### src/hdl/dtc_params.svh
// Register offsets, field positions, reset values and counts for the timers
`ifndef DTC_PARAMS_SVH
`define DTC_PARAMS_SVH

// Byte addresses of the byte-wide registers, one per bus word
`define DTC_ADR_MODE 8'h80
`define DTC_ADR_CLKC 8'h84
`define DTC_ADR_RUNF 8'h88
`define DTC_ADR_GCFG 8'h8C
`define DTC_ADR_LOWA 8'h90
`define DTC_ADR_HIGHA 8'h94
`define DTC_ADR_LOWB 8'h98
`define DTC_ADR_HIGHB 8'h9C
`define DTC_ADR_ISTS 8'hA0
`define DTC_ADR_IMSK 8'hA4

// Field positions in timer_run_flags
`define DTC_RUN_A 4
`define DTC_FLAG_A 5
`define DTC_RUN_B 6
`define DTC_FLAG_B 7

// Field positions in clock_choice_reg and ext_input_config_reg
`define DTC_PSC_LO 0
`define DTC_SYS_A 3
`define DTC_SYS_B 4
`define DTC_POL_A 3
`define DTC_POL_B 7

// Interrupt status and mask bit positions
`define DTC_IRQ_FA 0
`define DTC_IRQ_FB 1
`define DTC_IRQ_PB 2

// Reset values and count limits
`define DTC_RST_BYTE 8'h00
`define DTC_RST_WORD 32'h0000_0000
`define DTC_RST_IRQ 3'h0
`define DTC_MODE_SPLIT 2'h3
`define DTC_MAX13 13'h1FFF
`define DTC_BYTE_ONES 8'hFF
`define DTC_PSC_DIV0 8'h0C
`define DTC_PSC_DIV1 8'h04
`define DTC_PSC_DIV2 8'h30
`define DTC_PSC_DIV3 8'h08

`endif

### src/hdl/dtc_pkg.sv
// Types shared by the timer block
package dtc_pkg;

  // One timer's field in timer_mode_select_reg
  typedef struct packed {
    logic gate_en;
    logic cnt_sel;
    logic [1:0] mode;
  } dtc_tmode_t;

  // Whole mode register, timer B in the upper nibble
  typedef struct packed {
    dtc_tmode_t b;
    dtc_tmode_t a;
  } dtc_tmode_pair_t;

  // Result of one count step
  typedef struct packed {
    logic ovf;
    logic [7:0] high;
    logic [7:0] low;
  } dtc_step_t;

endpackage

### src/hdl/dtc_pin_sync.sv
// Three-stage pin synchroniser with agreed level and falling-edge pulse
`timescale 1ns/1ps

module dtc_pin_sync
(
  input wire logic clk_i,
  input wire logic rst_i,
  input wire logic pin_i,
  output logic level_o,
  output logic fall_o
);

  logic s1_ff;
  logic s2_ff;
  logic s3_ff;
  logic level_ff;
  logic fall_ff;
  logic nxt_level;
  logic nxt_fall;

  // Level only moves once stages two and three agree, which filters glitches
  always_comb
  begin
    nxt_level = (s2_ff == s3_ff) ? s3_ff : level_ff;
    nxt_fall = level_ff & ~nxt_level;
  end

  // Stage one is read only by stage two
  always_ff @(posedge clk_i)
  begin
    if (rst_i)
    begin
      s1_ff <= 1'b0;
      s2_ff <= 1'b0;
      s3_ff <= 1'b0;
      level_ff <= 1'b0;
      fall_ff <= 1'b0;
    end
    else
    begin
      s1_ff <= pin_i;
      s2_ff <= s1_ff;
      s3_ff <= s2_ff;
      level_ff <= nxt_level;
      fall_ff <= nxt_fall;
    end
  end

  assign level_o = level_ff;
  assign fall_o = fall_ff;

endmodule

### src/hdl/dtc_top.sv
// Two 8051-style counter/timers with a classic Wishbone register slave
//
// Chosen here: the Wishbone slave port.
`timescale 1ns/1ps
`include "dtc_params.svh"

module dtc_top
  import dtc_pkg::*;
#(
  parameter int ADR_W = 8,
  parameter int PSC_W = 8
)
(
  input wire logic clk_i,
  input wire logic rst_i,
  input wire logic wb_cyc_i,
  input wire logic wb_stb_i,
  input wire logic wb_we_i,
  input wire logic [ADR_W-1:0] wb_adr_i,
  input wire logic [3:0] wb_sel_i,
  input wire logic [31:0] wb_dat_i,
  output logic [31:0] wb_dat_o,
  output logic wb_ack_o,
  input wire logic count_pin_a_i,
  input wire logic count_pin_b_i,
  input wire logic gate_input_a_i,
  input wire logic gate_input_b_i,
  output logic irq_o,
  output logic ovf_pulse_b_o
);

  // Prescale divide chosen by the two-bit field
  function automatic logic [PSC_W-1:0] psc_limit(input logic [1:0] f);
    logic [7:0] d;
    begin
      case (f)
        2'h0: d = `DTC_PSC_DIV0;
        2'h1: d = `DTC_PSC_DIV1;
        2'h2: d = `DTC_PSC_DIV2;
        default: d = `DTC_PSC_DIV3;
      endcase
      psc_limit = PSC_W'(d - 8'h01);
    end
  endfunction

  // One increment in modes 0 to 2; split mode is handled by the caller
  function automatic dtc_step_t step(input logic [1:0] md,
                                     input logic [7:0] lo,
                                     input logic [7:0] hi);
    logic [12:0] v13;
    logic [16:0] v16;
    begin
      step.ovf = 1'b0;
      step.high = hi;
      step.low = lo;
      v13 = {hi, lo[4:0]};
      v16 = {1'b0, hi, lo} + 17'h0_0001;
      case (md)
        2'h0:
        begin
          step.ovf = (v13 == `DTC_MAX13);
          v13 = v13 + 13'h0001;
          step.high = v13[12:5];
          step.low = {lo[7:5], v13[4:0]};
        end
        2'h1:
        begin
          step.ovf = v16[16];
          step.high = v16[15:8];
          step.low = v16[7:0];
        end
        2'h2:
        begin
          step.ovf = (lo == `DTC_BYTE_ONES);
          step.low = step.ovf ? hi : lo + 8'h01;
        end
        default: step.ovf = 1'b0;
      endcase
    end
  endfunction

  // Gate test shared by both timers
  function automatic logic gate_ok(input logic gate_en,
                                   input logic lvl,
                                   input logic pol);
    gate_ok = ~gate_en | (lvl == pol);
  endfunction

  dtc_tmode_pair_t mode_ff, nxt_mode;
  logic [7:0] clkc_ff, nxt_clkc, gcfg_ff, nxt_gcfg;
  logic run_a_ff, run_b_ff, flag_a_ff, flag_b_ff;
  logic nxt_run_a, nxt_run_b, nxt_flag_a, nxt_flag_b;
  logic [7:0] low_a_ff, high_a_ff, low_b_ff, high_b_ff;
  logic [7:0] nxt_low_a, nxt_high_a, nxt_low_b, nxt_high_b;
  logic [2:0] sts_ff, msk_ff, nxt_sts, nxt_msk;
  logic irq_ff, pulse_ff, nxt_irq, nxt_pulse;
  logic [PSC_W-1:0] psc_cnt_ff, nxt_psc_cnt;
  logic psc_tick_ff, nxt_psc_tick, ack_ff, nxt_ack;
  logic [31:0] dat_ff, nxt_dat;
  logic lvl_gate_a, lvl_gate_b, fall_a, fall_b;

  // Pins come from outside the clock domain
  dtc_pin_sync u_sync_pin_a (
    .clk_i(clk_i), .rst_i(rst_i), .pin_i(count_pin_a_i),
    .level_o(), .fall_o(fall_a));
  dtc_pin_sync u_sync_pin_b (
    .clk_i(clk_i), .rst_i(rst_i), .pin_i(count_pin_b_i),
    .level_o(), .fall_o(fall_b));
  dtc_pin_sync u_sync_gate_a (
    .clk_i(clk_i), .rst_i(rst_i), .pin_i(gate_input_a_i),
    .level_o(lvl_gate_a), .fall_o());
  dtc_pin_sync u_sync_gate_b (
    .clk_i(clk_i), .rst_i(rst_i), .pin_i(gate_input_b_i),
    .level_o(lvl_gate_b), .fall_o());

  // Prescaler: free-running, one tick per divide period
  always_comb
  begin
    nxt_psc_tick = 1'b0;
    nxt_psc_cnt = psc_cnt_ff + PSC_W'(1);
    if (psc_cnt_ff >= psc_limit(clkc_ff[`DTC_PSC_LO +: 2]))
    begin
      nxt_psc_cnt = '0;
      nxt_psc_tick = 1'b1;
    end
  end

  always_ff @(posedge clk_i)
  begin
    if (rst_i)
    begin
      psc_cnt_ff <= '0;
      psc_tick_ff <= 1'b0;
    end
    else
    begin
      psc_cnt_ff <= nxt_psc_cnt;
      psc_tick_ff <= nxt_psc_tick;
    end
  end

  // Bus strobes: access happens on the edge that raises ack
  logic req, wr, rd;
  assign req = wb_cyc_i & wb_stb_i & ~ack_ff;
  assign wr = req & wb_we_i & wb_sel_i[0];
  assign rd = req & ~wb_we_i;

  // Counting, flags, registers and bus answer
  always_comb
  begin
    logic split, tmr_a, tmr_b, src_a, src_b, en_a, en_b;
    logic ovf_hi, ovf_lo, set_a, set_b;
    logic [7:0] wd;
    dtc_step_t sa, sb;
    split = (mode_ff.a.mode == `DTC_MODE_SPLIT);
    wd = wb_dat_i[7:0];
    // Timebase when not counting the pin
    tmr_a = clkc_ff[`DTC_SYS_A] | psc_tick_ff;
    tmr_b = clkc_ff[`DTC_SYS_B] | psc_tick_ff;
    src_a = mode_ff.a.cnt_sel ? fall_a : tmr_a;
    // In split mode B may not see its pin
    src_b = (mode_ff.b.cnt_sel & ~split) ? fall_b : tmr_b;
    en_a = run_a_ff & gate_ok(mode_ff.a.gate_en, lvl_gate_a,
                              gcfg_ff[`DTC_POL_A]);
    en_b = split ? (mode_ff.b.mode != `DTC_MODE_SPLIT)
                 : run_b_ff & gate_ok(mode_ff.b.gate_en, lvl_gate_b,
                                      gcfg_ff[`DTC_POL_B]);
    // Independent mode fields per timer
    sa = step(mode_ff.a.mode, low_a_ff, high_a_ff);
    sb = step(mode_ff.b.mode, low_b_ff, high_b_ff);
    nxt_low_a = low_a_ff;
    nxt_high_a = high_a_ff;
    nxt_low_b = low_b_ff;
    nxt_high_b = high_b_ff;
    ovf_lo = 1'b0;
    ovf_hi = 1'b0;
    set_a = 1'b0;
    set_b = 1'b0;
    nxt_pulse = 1'b0;
    if (split)
    begin
      // Two 8-bit halves of timer A
      if (en_a & src_a)
      begin
        nxt_low_a = low_a_ff + 8'h01;
        ovf_lo = (low_a_ff == `DTC_BYTE_ONES);
      end
      if (run_b_ff & tmr_a)
      begin
        nxt_high_a = high_a_ff + 8'h01;
        ovf_hi = (high_a_ff == `DTC_BYTE_ONES);
      end
      set_a = ovf_lo;
      set_b = ovf_hi;
    end
    else if (en_a & src_a)
    begin
      nxt_low_a = sa.low;
      nxt_high_a = sa.high;
      set_a = sa.ovf;
    end
    if (en_b & src_b & (mode_ff.b.mode != `DTC_MODE_SPLIT))
    begin
      nxt_low_b = sb.low;
      nxt_high_b = sb.high;
      nxt_pulse = sb.ovf;
      // While A is split, B's flag belongs to A's high byte
      if (!split)
        set_b = sb.ovf;
    end
    // Software writes override the count; run writes leave counts as is
    nxt_mode = mode_ff;
    nxt_clkc = clkc_ff;
    nxt_gcfg = gcfg_ff;
    nxt_msk = msk_ff;
    nxt_run_a = run_a_ff;
    nxt_run_b = run_b_ff;
    nxt_flag_a = flag_a_ff;
    nxt_flag_b = flag_b_ff;
    if (wr)
    begin
      case (wb_adr_i)
        `DTC_ADR_MODE: nxt_mode = dtc_tmode_pair_t'(wd);
        `DTC_ADR_CLKC: nxt_clkc = wd;
        `DTC_ADR_GCFG: nxt_gcfg = wd;
        `DTC_ADR_LOWA: nxt_low_a = wd;
        `DTC_ADR_HIGHA: nxt_high_a = wd;
        `DTC_ADR_LOWB: nxt_low_b = wd;
        `DTC_ADR_HIGHB: nxt_high_b = wd;
        `DTC_ADR_IMSK: nxt_msk = wd[2:0];
        `DTC_ADR_RUNF:
        begin
          nxt_run_a = wd[`DTC_RUN_A];
          nxt_run_b = wd[`DTC_RUN_B];
          nxt_flag_a = wd[`DTC_FLAG_A];
          nxt_flag_b = wd[`DTC_FLAG_B];
        end
        default: nxt_msk = msk_ff;
      endcase
    end
    // A hardware set beats a software clear in the same cycle
    nxt_flag_a = nxt_flag_a | set_a;
    nxt_flag_b = nxt_flag_b | set_b;
    // Sticky events, cleared by reading status; a new event still lands
    nxt_sts = ((rd && wb_adr_i == `DTC_ADR_ISTS) ? `DTC_RST_IRQ : sts_ff)
              | {nxt_pulse, set_b, set_a};
    nxt_irq = |(nxt_sts & nxt_msk);
    // Read data; unmapped addresses answer zero
    nxt_ack = req;
    nxt_dat = dat_ff;
    if (rd)
    begin
      nxt_dat = `DTC_RST_WORD;
      case (wb_adr_i)
        `DTC_ADR_MODE: nxt_dat[7:0] = mode_ff;
        `DTC_ADR_CLKC: nxt_dat[7:0] = clkc_ff;
        `DTC_ADR_GCFG: nxt_dat[7:0] = gcfg_ff;
        `DTC_ADR_LOWA: nxt_dat[7:0] = low_a_ff;
        `DTC_ADR_HIGHA: nxt_dat[7:0] = high_a_ff;
        `DTC_ADR_LOWB: nxt_dat[7:0] = low_b_ff;
        `DTC_ADR_HIGHB: nxt_dat[7:0] = high_b_ff;
        `DTC_ADR_ISTS: nxt_dat[2:0] = sts_ff;
        `DTC_ADR_IMSK: nxt_dat[2:0] = msk_ff;
        `DTC_ADR_RUNF: nxt_dat[7:4] = {flag_b_ff, run_b_ff,
                                       flag_a_ff, run_a_ff};
        default: nxt_dat = `DTC_RST_WORD;
      endcase
    end
  end

  // Everything above registered; control resets to zero
  always_ff @(posedge clk_i)
  begin
    if (rst_i)
    begin
      mode_ff <= dtc_tmode_pair_t'(`DTC_RST_BYTE);
      clkc_ff <= `DTC_RST_BYTE;
      gcfg_ff <= `DTC_RST_BYTE;
      run_a_ff <= 1'b0;
      run_b_ff <= 1'b0;
      flag_a_ff <= 1'b0;
      flag_b_ff <= 1'b0;
      low_a_ff <= `DTC_RST_BYTE;
      high_a_ff <= `DTC_RST_BYTE;
      low_b_ff <= `DTC_RST_BYTE;
      high_b_ff <= `DTC_RST_BYTE;
      sts_ff <= `DTC_RST_IRQ;
      msk_ff <= `DTC_RST_IRQ;
      irq_ff <= 1'b0;
      pulse_ff <= 1'b0;
      ack_ff <= 1'b0;
      dat_ff <= `DTC_RST_WORD;
    end
    else
    begin
      mode_ff <= nxt_mode;
      clkc_ff <= nxt_clkc;
      gcfg_ff <= nxt_gcfg;
      run_a_ff <= nxt_run_a;
      run_b_ff <= nxt_run_b;
      flag_a_ff <= nxt_flag_a;
      flag_b_ff <= nxt_flag_b;
      low_a_ff <= nxt_low_a;
      high_a_ff <= nxt_high_a;
      low_b_ff <= nxt_low_b;
      high_b_ff <= nxt_high_b;
      sts_ff <= nxt_sts;
      msk_ff <= nxt_msk;
      irq_ff <= nxt_irq;
      pulse_ff <= nxt_pulse;
      ack_ff <= nxt_ack;
      dat_ff <= nxt_dat;
    end
  end

  assign wb_dat_o = dat_ff;
  assign wb_ack_o = ack_ff;
  assign irq_o = irq_ff;
  assign ovf_pulse_b_o = pulse_ff;

endmodule

### config.mk
export PLATFORM = sky130hd
export DESIGN_NAME = dtc_top
export DESIGN_NICKNAME = d
export VERILOG_FILES = /design/src/hdl/dtc_pkg.sv /design/src/hdl/dtc_pin_sync.sv /design/src/hdl/dtc_top.sv
export VERILOG_INCLUDE_DIRS = /design/src /design/src/hdl
export SDC_FILE = /design/constraint.sdc
export NUM_CORES = 1
export LEC_CHECK = 0
export ABC_AREA = 1
export CORE_UTILIZATION = 40
export DETAILED_ROUTE_END_ITERATION = 16
export DONT_BUFFER_PORTS = 1
export PLACE_DENSITY_LB_ADDON = 0.05
export SLEW_MARGIN = 10
export SYNTH_ARGS = -nofsm -noshare
export SYNTH_HDL_FRONTEND = slang
export SYNTH_SLANG_ARGS = --single-unit
export TNS_END_PERCENT = 5
### constraint.sdc
create_clock -name clk_i -period 2.2 [get_ports clk_i]
set_input_delay 0.66 -clock clk_i [delete_from_list [all_inputs] [get_ports clk_i]]
set_output_delay 0.66 -clock clk_i [all_outputs]
set_load 0.05 [all_outputs]
-- Word-level counts from Yosys, hierarchy flattened
Index checks and enable logic that the tools add are counted.
- add/sub/neg operators: 9
- eq/ne operators: 29
- bitwise logic cells: 29
- magnitude comparators: 1
- reductions and logical operators: 10
- muxes and demuxes: 49
- operators with widths (operator ; number):
    8-bit two-way mux ; 18
    8-bit == test (second input constant) ; 13
    8-bit one-hot mux with 3 select lines ; 2
    16-bit by 1-bit adder with 17-bit output (second input constant) ; 2
    8-bit by 1-bit adder with 8-bit output (second input constant) ; 4
    4-bit one-hot mux with 8 select lines ; 1
    8-bit one-hot mux with 2 select lines ; 2
    3-bit one-hot mux with 9 select lines ; 1
    13-bit by 1-bit adder with 13-bit output (second input constant) ; 2
    13-bit == test (second input constant) ; 2
    1-bit two-way mux ; 18
    6-bit one-hot mux with 3 select lines ; 1
    1-bit bitwise AND ; 14
    3-bit two-way mux ; 3
    2-bit == test (second input constant) ; 4
    8-bit >= comparator ; 1
    2-bit AND reduction ; 4
    8-bit by 1-bit subtractor with 8-bit output (second input constant) ; 1
    1-bit NOT ; 7
    1-bit one-hot mux with 7 select lines ; 1
    1-bit == test ; 6
    2-bit by 1-bit == test with 1-bit output (second input constant) ; 3
    2-bit logical NOT ; 3
    1-bit bitwise OR ; 6
    7 further kinds ; 8
- bits in registers: 104
- logic and storage cells: 169
- output and inout bits: 35
- input port bits: 53

-- Depth between registers and ports, before layout
- depth after elaboration: 10
- mapped depth: 14
- gate-level depth less buffers: 13

-- Cells and area by module
From an unflattened synthesis, not the netlist that was laid out.
- cell total of the unflattened synthesis: 1070
- area total of the unflattened synthesis: 6940.4 um^2
- by module, submodules not included (module ; area an instance (um^2) ; sequential area each (um^2) ; cells each ; instances):
    dtc_top ; 6329.8 ; 1721.7 ; 1006 ; 1
    dtc_pin_sync ; 152.6 ; 100.1 ; 16 ; 4

-- Worst setup path before layout
OpenSTA, ideal clock, no wires.
- kind: input to register
- start point: in wb_adr_i[7]
- end point: reg low_a_ff[2]
- data arrival time: 1690 ps
- path buffers: 1
- library setup time: 117 ps
- stages on the path: 10
- slack: 393 ps
- required time: 2083 ps
- path through: inv_1 -> nor2_1 -> nand3_2 -> inv_1 -> nand2_4 -> nor2_4 -> inv_2 -> buf_6 -> o21ai_0 -> nor2_1
- cells in the longest elaborated chain, start to end: 3
- RTL lines (what ; RTL line ; source):
    start: declaration ; dtc_top.sv:19 ; input wire logic [ADR_W-1:0] wb_adr_i,
    8-bit == test ; dtc_top.sv:222 ; case (wb_adr_i)
    8-bit two-way mux ; dtc_top.sv:222 ;
    8-bit two-way mux ; dtc_top.sv:220 ; if (wr)
    end signal: assignment ; dtc_top.sv:283 ; low_a_ff <= `DTC_RST_BYTE;
    end signal: assignment ; dtc_top.sv:303 ; low_a_ff <= nxt_low_a;
    end: declaration ; dtc_top.sv:93 ; logic [7:0] low_a_ff, high_a_ff, low_b_ff, high_b_ff;
Every way passes these cells.
A chain may end at the register's enable or synchronous reset.

-- Worst setup path in the final report
- start point: reg low_a_ff[1]
- end point: reg irq_ff, in the netlist irq_o
- cells in the longest elaborated chain, start to end: 7
- elaborated cells on any way between the ends: 10
- those cells by class: 1 x add/sub; 2 x eq/ne; 4 x mux; 2 x bitwise; 1 x reduce/logical
- RTL lines (what ; RTL line ; source):
    16-bit by 1-bit adder with 17-bit output (tied with other cells) ; dtc_top.sv:57 ; v16 = {1'b0, hi, lo} + 17'h0_0001;
    1-bit one-hot mux with 3 select lines ; dtc_top.sv:58 ; case (md)
    1-bit two-way mux ; dtc_top.sv:196 ; else if (en_a & src_a)
    1-bit two-way mux * ; dtc_top.sv:180 ; if (split)
    3-bit bitwise OR * ; dtc_top.sv:245 ; nxt_sts = ((rd && wb_adr_i == `DTC_ADR_ISTS) ? `DTC_RST_IRQ : sts_ff)
    3-bit bitwise AND * ; dtc_top.sv:247 ; nxt_irq = |(nxt_sts & nxt_msk);
    3-bit OR reduction * ; dtc_top.sv:247 ;
    end signal: assignment ; dtc_top.sv:309 ; irq_ff <= nxt_irq;
    end: declaration ; dtc_top.sv:96 ; logic irq_ff, pulse_ff, nxt_irq, nxt_pulse;
Every way passes the cells marked *; elsewhere a longest branch is shown, timed or not.

==> impl_metrics.csv <==
group,metric,value,unit
final_layout,instances_no_fill,1289,
global_routing,grt_max_degree,51,
sta,rsz0062_at_grt,"false",
clocking,cts_setup_buffers,0,
power,ir_drop,0.000469,V
drt,drtPass1Iterations,8,
clocking,hold_buffers,0,
setup_path,r2r_cells,13,
sta,slew_headroom,56.7,%
setup_path,cp_num_cells,13,
clocking,cts_max_level,3,
final_layout,n_antenna_cell,0,
setup_path,crit_path_frequent_cell,"nand2_1",
die,die_x,130,microns
yosys,synthCells,1046,
yosys,ys_seq_area_share,31.6,%
final_layout,fillers,1784,
hold_path,holdPathStages,1,
hold_path,min_to,"low_a_ff[0]$_SDFF_PP0_",
setup_path,cp_max_fo,8,
yosys,ys_ff_latch,104,
setup_path,critPathBufInv,2,
setup_path,cp_data_required_time,2.51,ns
yosys,postSynth.asyncResetShare,0,%
sta,hold_viol_final,0,
setup_path,critPathKind,"reg2reg",
clocking,ctsResizeCount,0,
clocking,cts_tree,"done",
placement,place_inst,1273,
drt,wl,21.1,mm
yosys,netlist_area,6600,sq um
power,power,3.84,mW
clocking,clk_latency,0.37,ns
die,initial_core_util,41.2,%
global_routing,first_global_vias,5999,
global_routing,grt_util_all_layers,25.8,%
status,outcome,"finished, final reports clean",
die,ioPinCount,88,
yosys,synth_edf_count,0,
yosys,synth_ff_type,"dfxtp_1",
final_layout,seqCellArea,2080,sq um
sta,post-route-period-util,90.9,%
setup_path,setup.worst_path.end_class,"flop",
power,leakage,3.04,nW
clocking,cts_root_buf,"clkbuf_16",
placement,io_buffers,0,
power,power.density,530,nW/um^2
hold_path,hp-class,"in2reg",
drt,drtIter0Drc,502,
final_layout,layout-drive-gt1-share,10.2,%
sta,setup_viol,0,
sta,finClkSkew,0.00768,ns
clocking,numCtsBuffers,9,
setup_path,cp_slowest_cell,"dfxtp_1",
clocking,clock_path_buffers,2,
placement,dp_hpwl,16.1,mm
drt,viasPerCell,5.16,
setup_path,start_kind,"flop",
setup_path,path_delay_family,"simple AND/OR/NAND/NOR gates",
yosys,synth_cell_types,41,
sta,max_freq,0.500,GHz
run,cap_violations,0,
sta,final.setup.tns,0,ns
global_routing,antenna_found_initial,0,
clocking,cts_sinks,104,
drt,wl_per_cell,16.4,microns
die,core-area,16000,sq um
setup_path,reg2reg_from,"low_a_ff[1]$_SDFF_PP0_",
sta,period_minus_slack,2.00,ns
clocking,cts.clk_slew.worst_paths,0.08,ns
global_routing,grt_overflow,0,
drt,drt.antenna.violating_nets,0,
die,num_rows,46,
sta,drv_slew,0,
drt,drc_errors,0,
setup_path,reg2reg_to,"irq_o$_SDFF_PP0_",
setup_path,path_cells,"ha_1 > nand2_1 > nor2_4 > nand2_1 > inv_2 > nand2_1 > nand2_1 > nand3_1 > nand2_1 > nand3_1 > nand2_1 > inv_1 > nand2_1",
drt,vias,6650,
global_routing,grt_pass1_wl,32.8,mm
final_layout,multi_input_area,3800,sq um
placement,gp_congestion,0.920,
hold_path,min_from,"rst_i",
yosys,syn_area_per_cell,6.31,sq um
final_layout,syn_to_final_growth,9.96,%
final_layout,fin_nets,1128,
die,dieArea,17000,sq um
setup_path,crit_arrival,2.31,ns
setup_path,r2r_slack,0.20,ns
yosys,yosysWarnings,0,
setup_path,max_stage_delay,0.41,ns
final_layout,post-route-util,45.3,%
sta,tightest_slew,0.647,ns
die,die_h,130,microns
==> cells by family (layout without fill, tap and decap cells) <==
kind of cell    count (synthesis)  count (layout)  synth area share [%]
compound gates                214             214                  17.6
xor+xnor                       10              10                  1.33
fa+ha+maj                       7               7                  1.33
buf+inv                       175             178                  12.1
flops                         104             104                  31.6
other cells                     1              25                0.0569
simple gates                  535             535                  36.0
==> area by class of cell <==
| type | count | area share [%] |
|---|---|---|
| sequential | 104 | 28.7 |
| timing repair buffer | 39 | 4.38 |
| clock inverter | 7 | 1.22 |
| multi-input combinational | 791 | 52.5 |
| clock buffer | 9 | 3.11 |
| inverter | 123 | 6.37 |
| tap | 216 | 3.73 |
==> synth_stat cells (all sizes together), types with 8 or more instances <==
master / n / area [sq um]
a211oi: 18 / 135
a21oi: 77 / 385
buf: 39 / 288
clkbuf: 13 / 48.8
dfxtp: 104 / 2080
inv: 121 / 454
nand2: 275 / 1060
nand3: 90 / 465
nand4: 10 / 62.6
nor2: 144 / 668
o211ai: 9 / 67.6
o21ai: 100 / 500
xor2: 8 / 70.1
==> flip-flops by register name (all words and copies together), names as in the netlist, 3 cells and up <==
| signal | flops |
|---|---|
| gcfg_ff | 8 |
| msk_ff | 3 |
| sts_ff | 3 |
| wb_dat_o | 8 |
| high_b_ff | 8 |
| low_b_ff | 8 |
| low_a_ff | 8 |
| mode_ff | 8 |
| high_a_ff | 8 |
| clkc_ff | 8 |
| psc_cnt_ff | 8 |
==> metrics by stage <==
stage          hold slack [ns]  instance area [sq um]  setup WS [ns]
6_report                 0.353                   7250          0.200
3_3_place_gp             0.394                   6940          0.167
2_1_floorplan            0.388                   6690          0.393
4_1_cts                  0.343                   7250          0.157
3_5_place_dp             0.396                   6940          0.136
5_1_grt                  0.341                   7250        0.00648
==> power by group <==
part	switching (mW)	leakage, nW	total [mW]	internal (mW)
sequential	0.00985	0.841	1.90	1.90
combinational	0.168	2.04	0.203	0.0352
clock	0.823	0.155	1.74	0.912
==> placed cells by master (no fill, tap or decap), types with 3 or more instances in the layout <==
cell type | synthesis | routed
nand2_2 | 10 | 10
nand2_1 | 264 | 264
buf_4 | 30 | 37
nand3_1 | 87 | 87
nor2_1 | 119 | 119
nand3_2 | 3 | 3
a31oi_1 | 4 | 4
nor3_1 | 4 | 4
conb_1 | 1 | 25
inv_6 | 0 | 3
o211ai_1 | 9 | 9
inv_1 | 111 | 111
a211oi_1 | 18 | 18
ha_1 | 7 | 7
a21oi_1 | 77 | 77
dfxtp_1 | 104 | 103
nor4_1 | 3 | 3
nand4_1 | 10 | 10
xor2_1 | 8 | 8
nor2_2 | 12 | 12
o21ai_1 | 3 | 3
nor2_4 | 13 | 13
o21ai_0 | 97 | 97
clkbuf_16 | 0 | 9
inv_2 | 10 | 10
==> per-layer routing <==
| layer | track usage, % | up-vias | share of wire, % |
|---|---|---|---|
| met4 | 10.0 | 0 | 2.8 |
| met5 | 0 | - | 0 |
| met2 | 41.4 | 165 | 45 |
| li1 | - | 3399 | - |
| met1 | 35.1 | 3050 | 48 |
| met3 | 3.34 | 36 | 4.5 |
==> how the worst max path moves through the flow <==
stage                                       from                       end  slack [ns]
after floorplan                      wb_adr_i[7]    low_a_ff[2]$_SDFF_PP0_        0.39
after global placement               wb_adr_i[1]    low_a_ff[7]$_SDFF_PP0_        0.17
after detailed placement             wb_adr_i[1]  wb_dat_o[5]$_SDFFE_PP0P_        0.14
after CTS                 low_a_ff[0]$_SDFF_PP0_          irq_o$_SDFF_PP0_        0.16
after global routing      low_a_ff[1]$_SDFF_PP0_          irq_o$_SDFF_PP0_       0.006
final                     low_a_ff[1]$_SDFF_PP0_          irq_o$_SDFF_PP0_        0.20
Power figures use the tool's default switching activity.
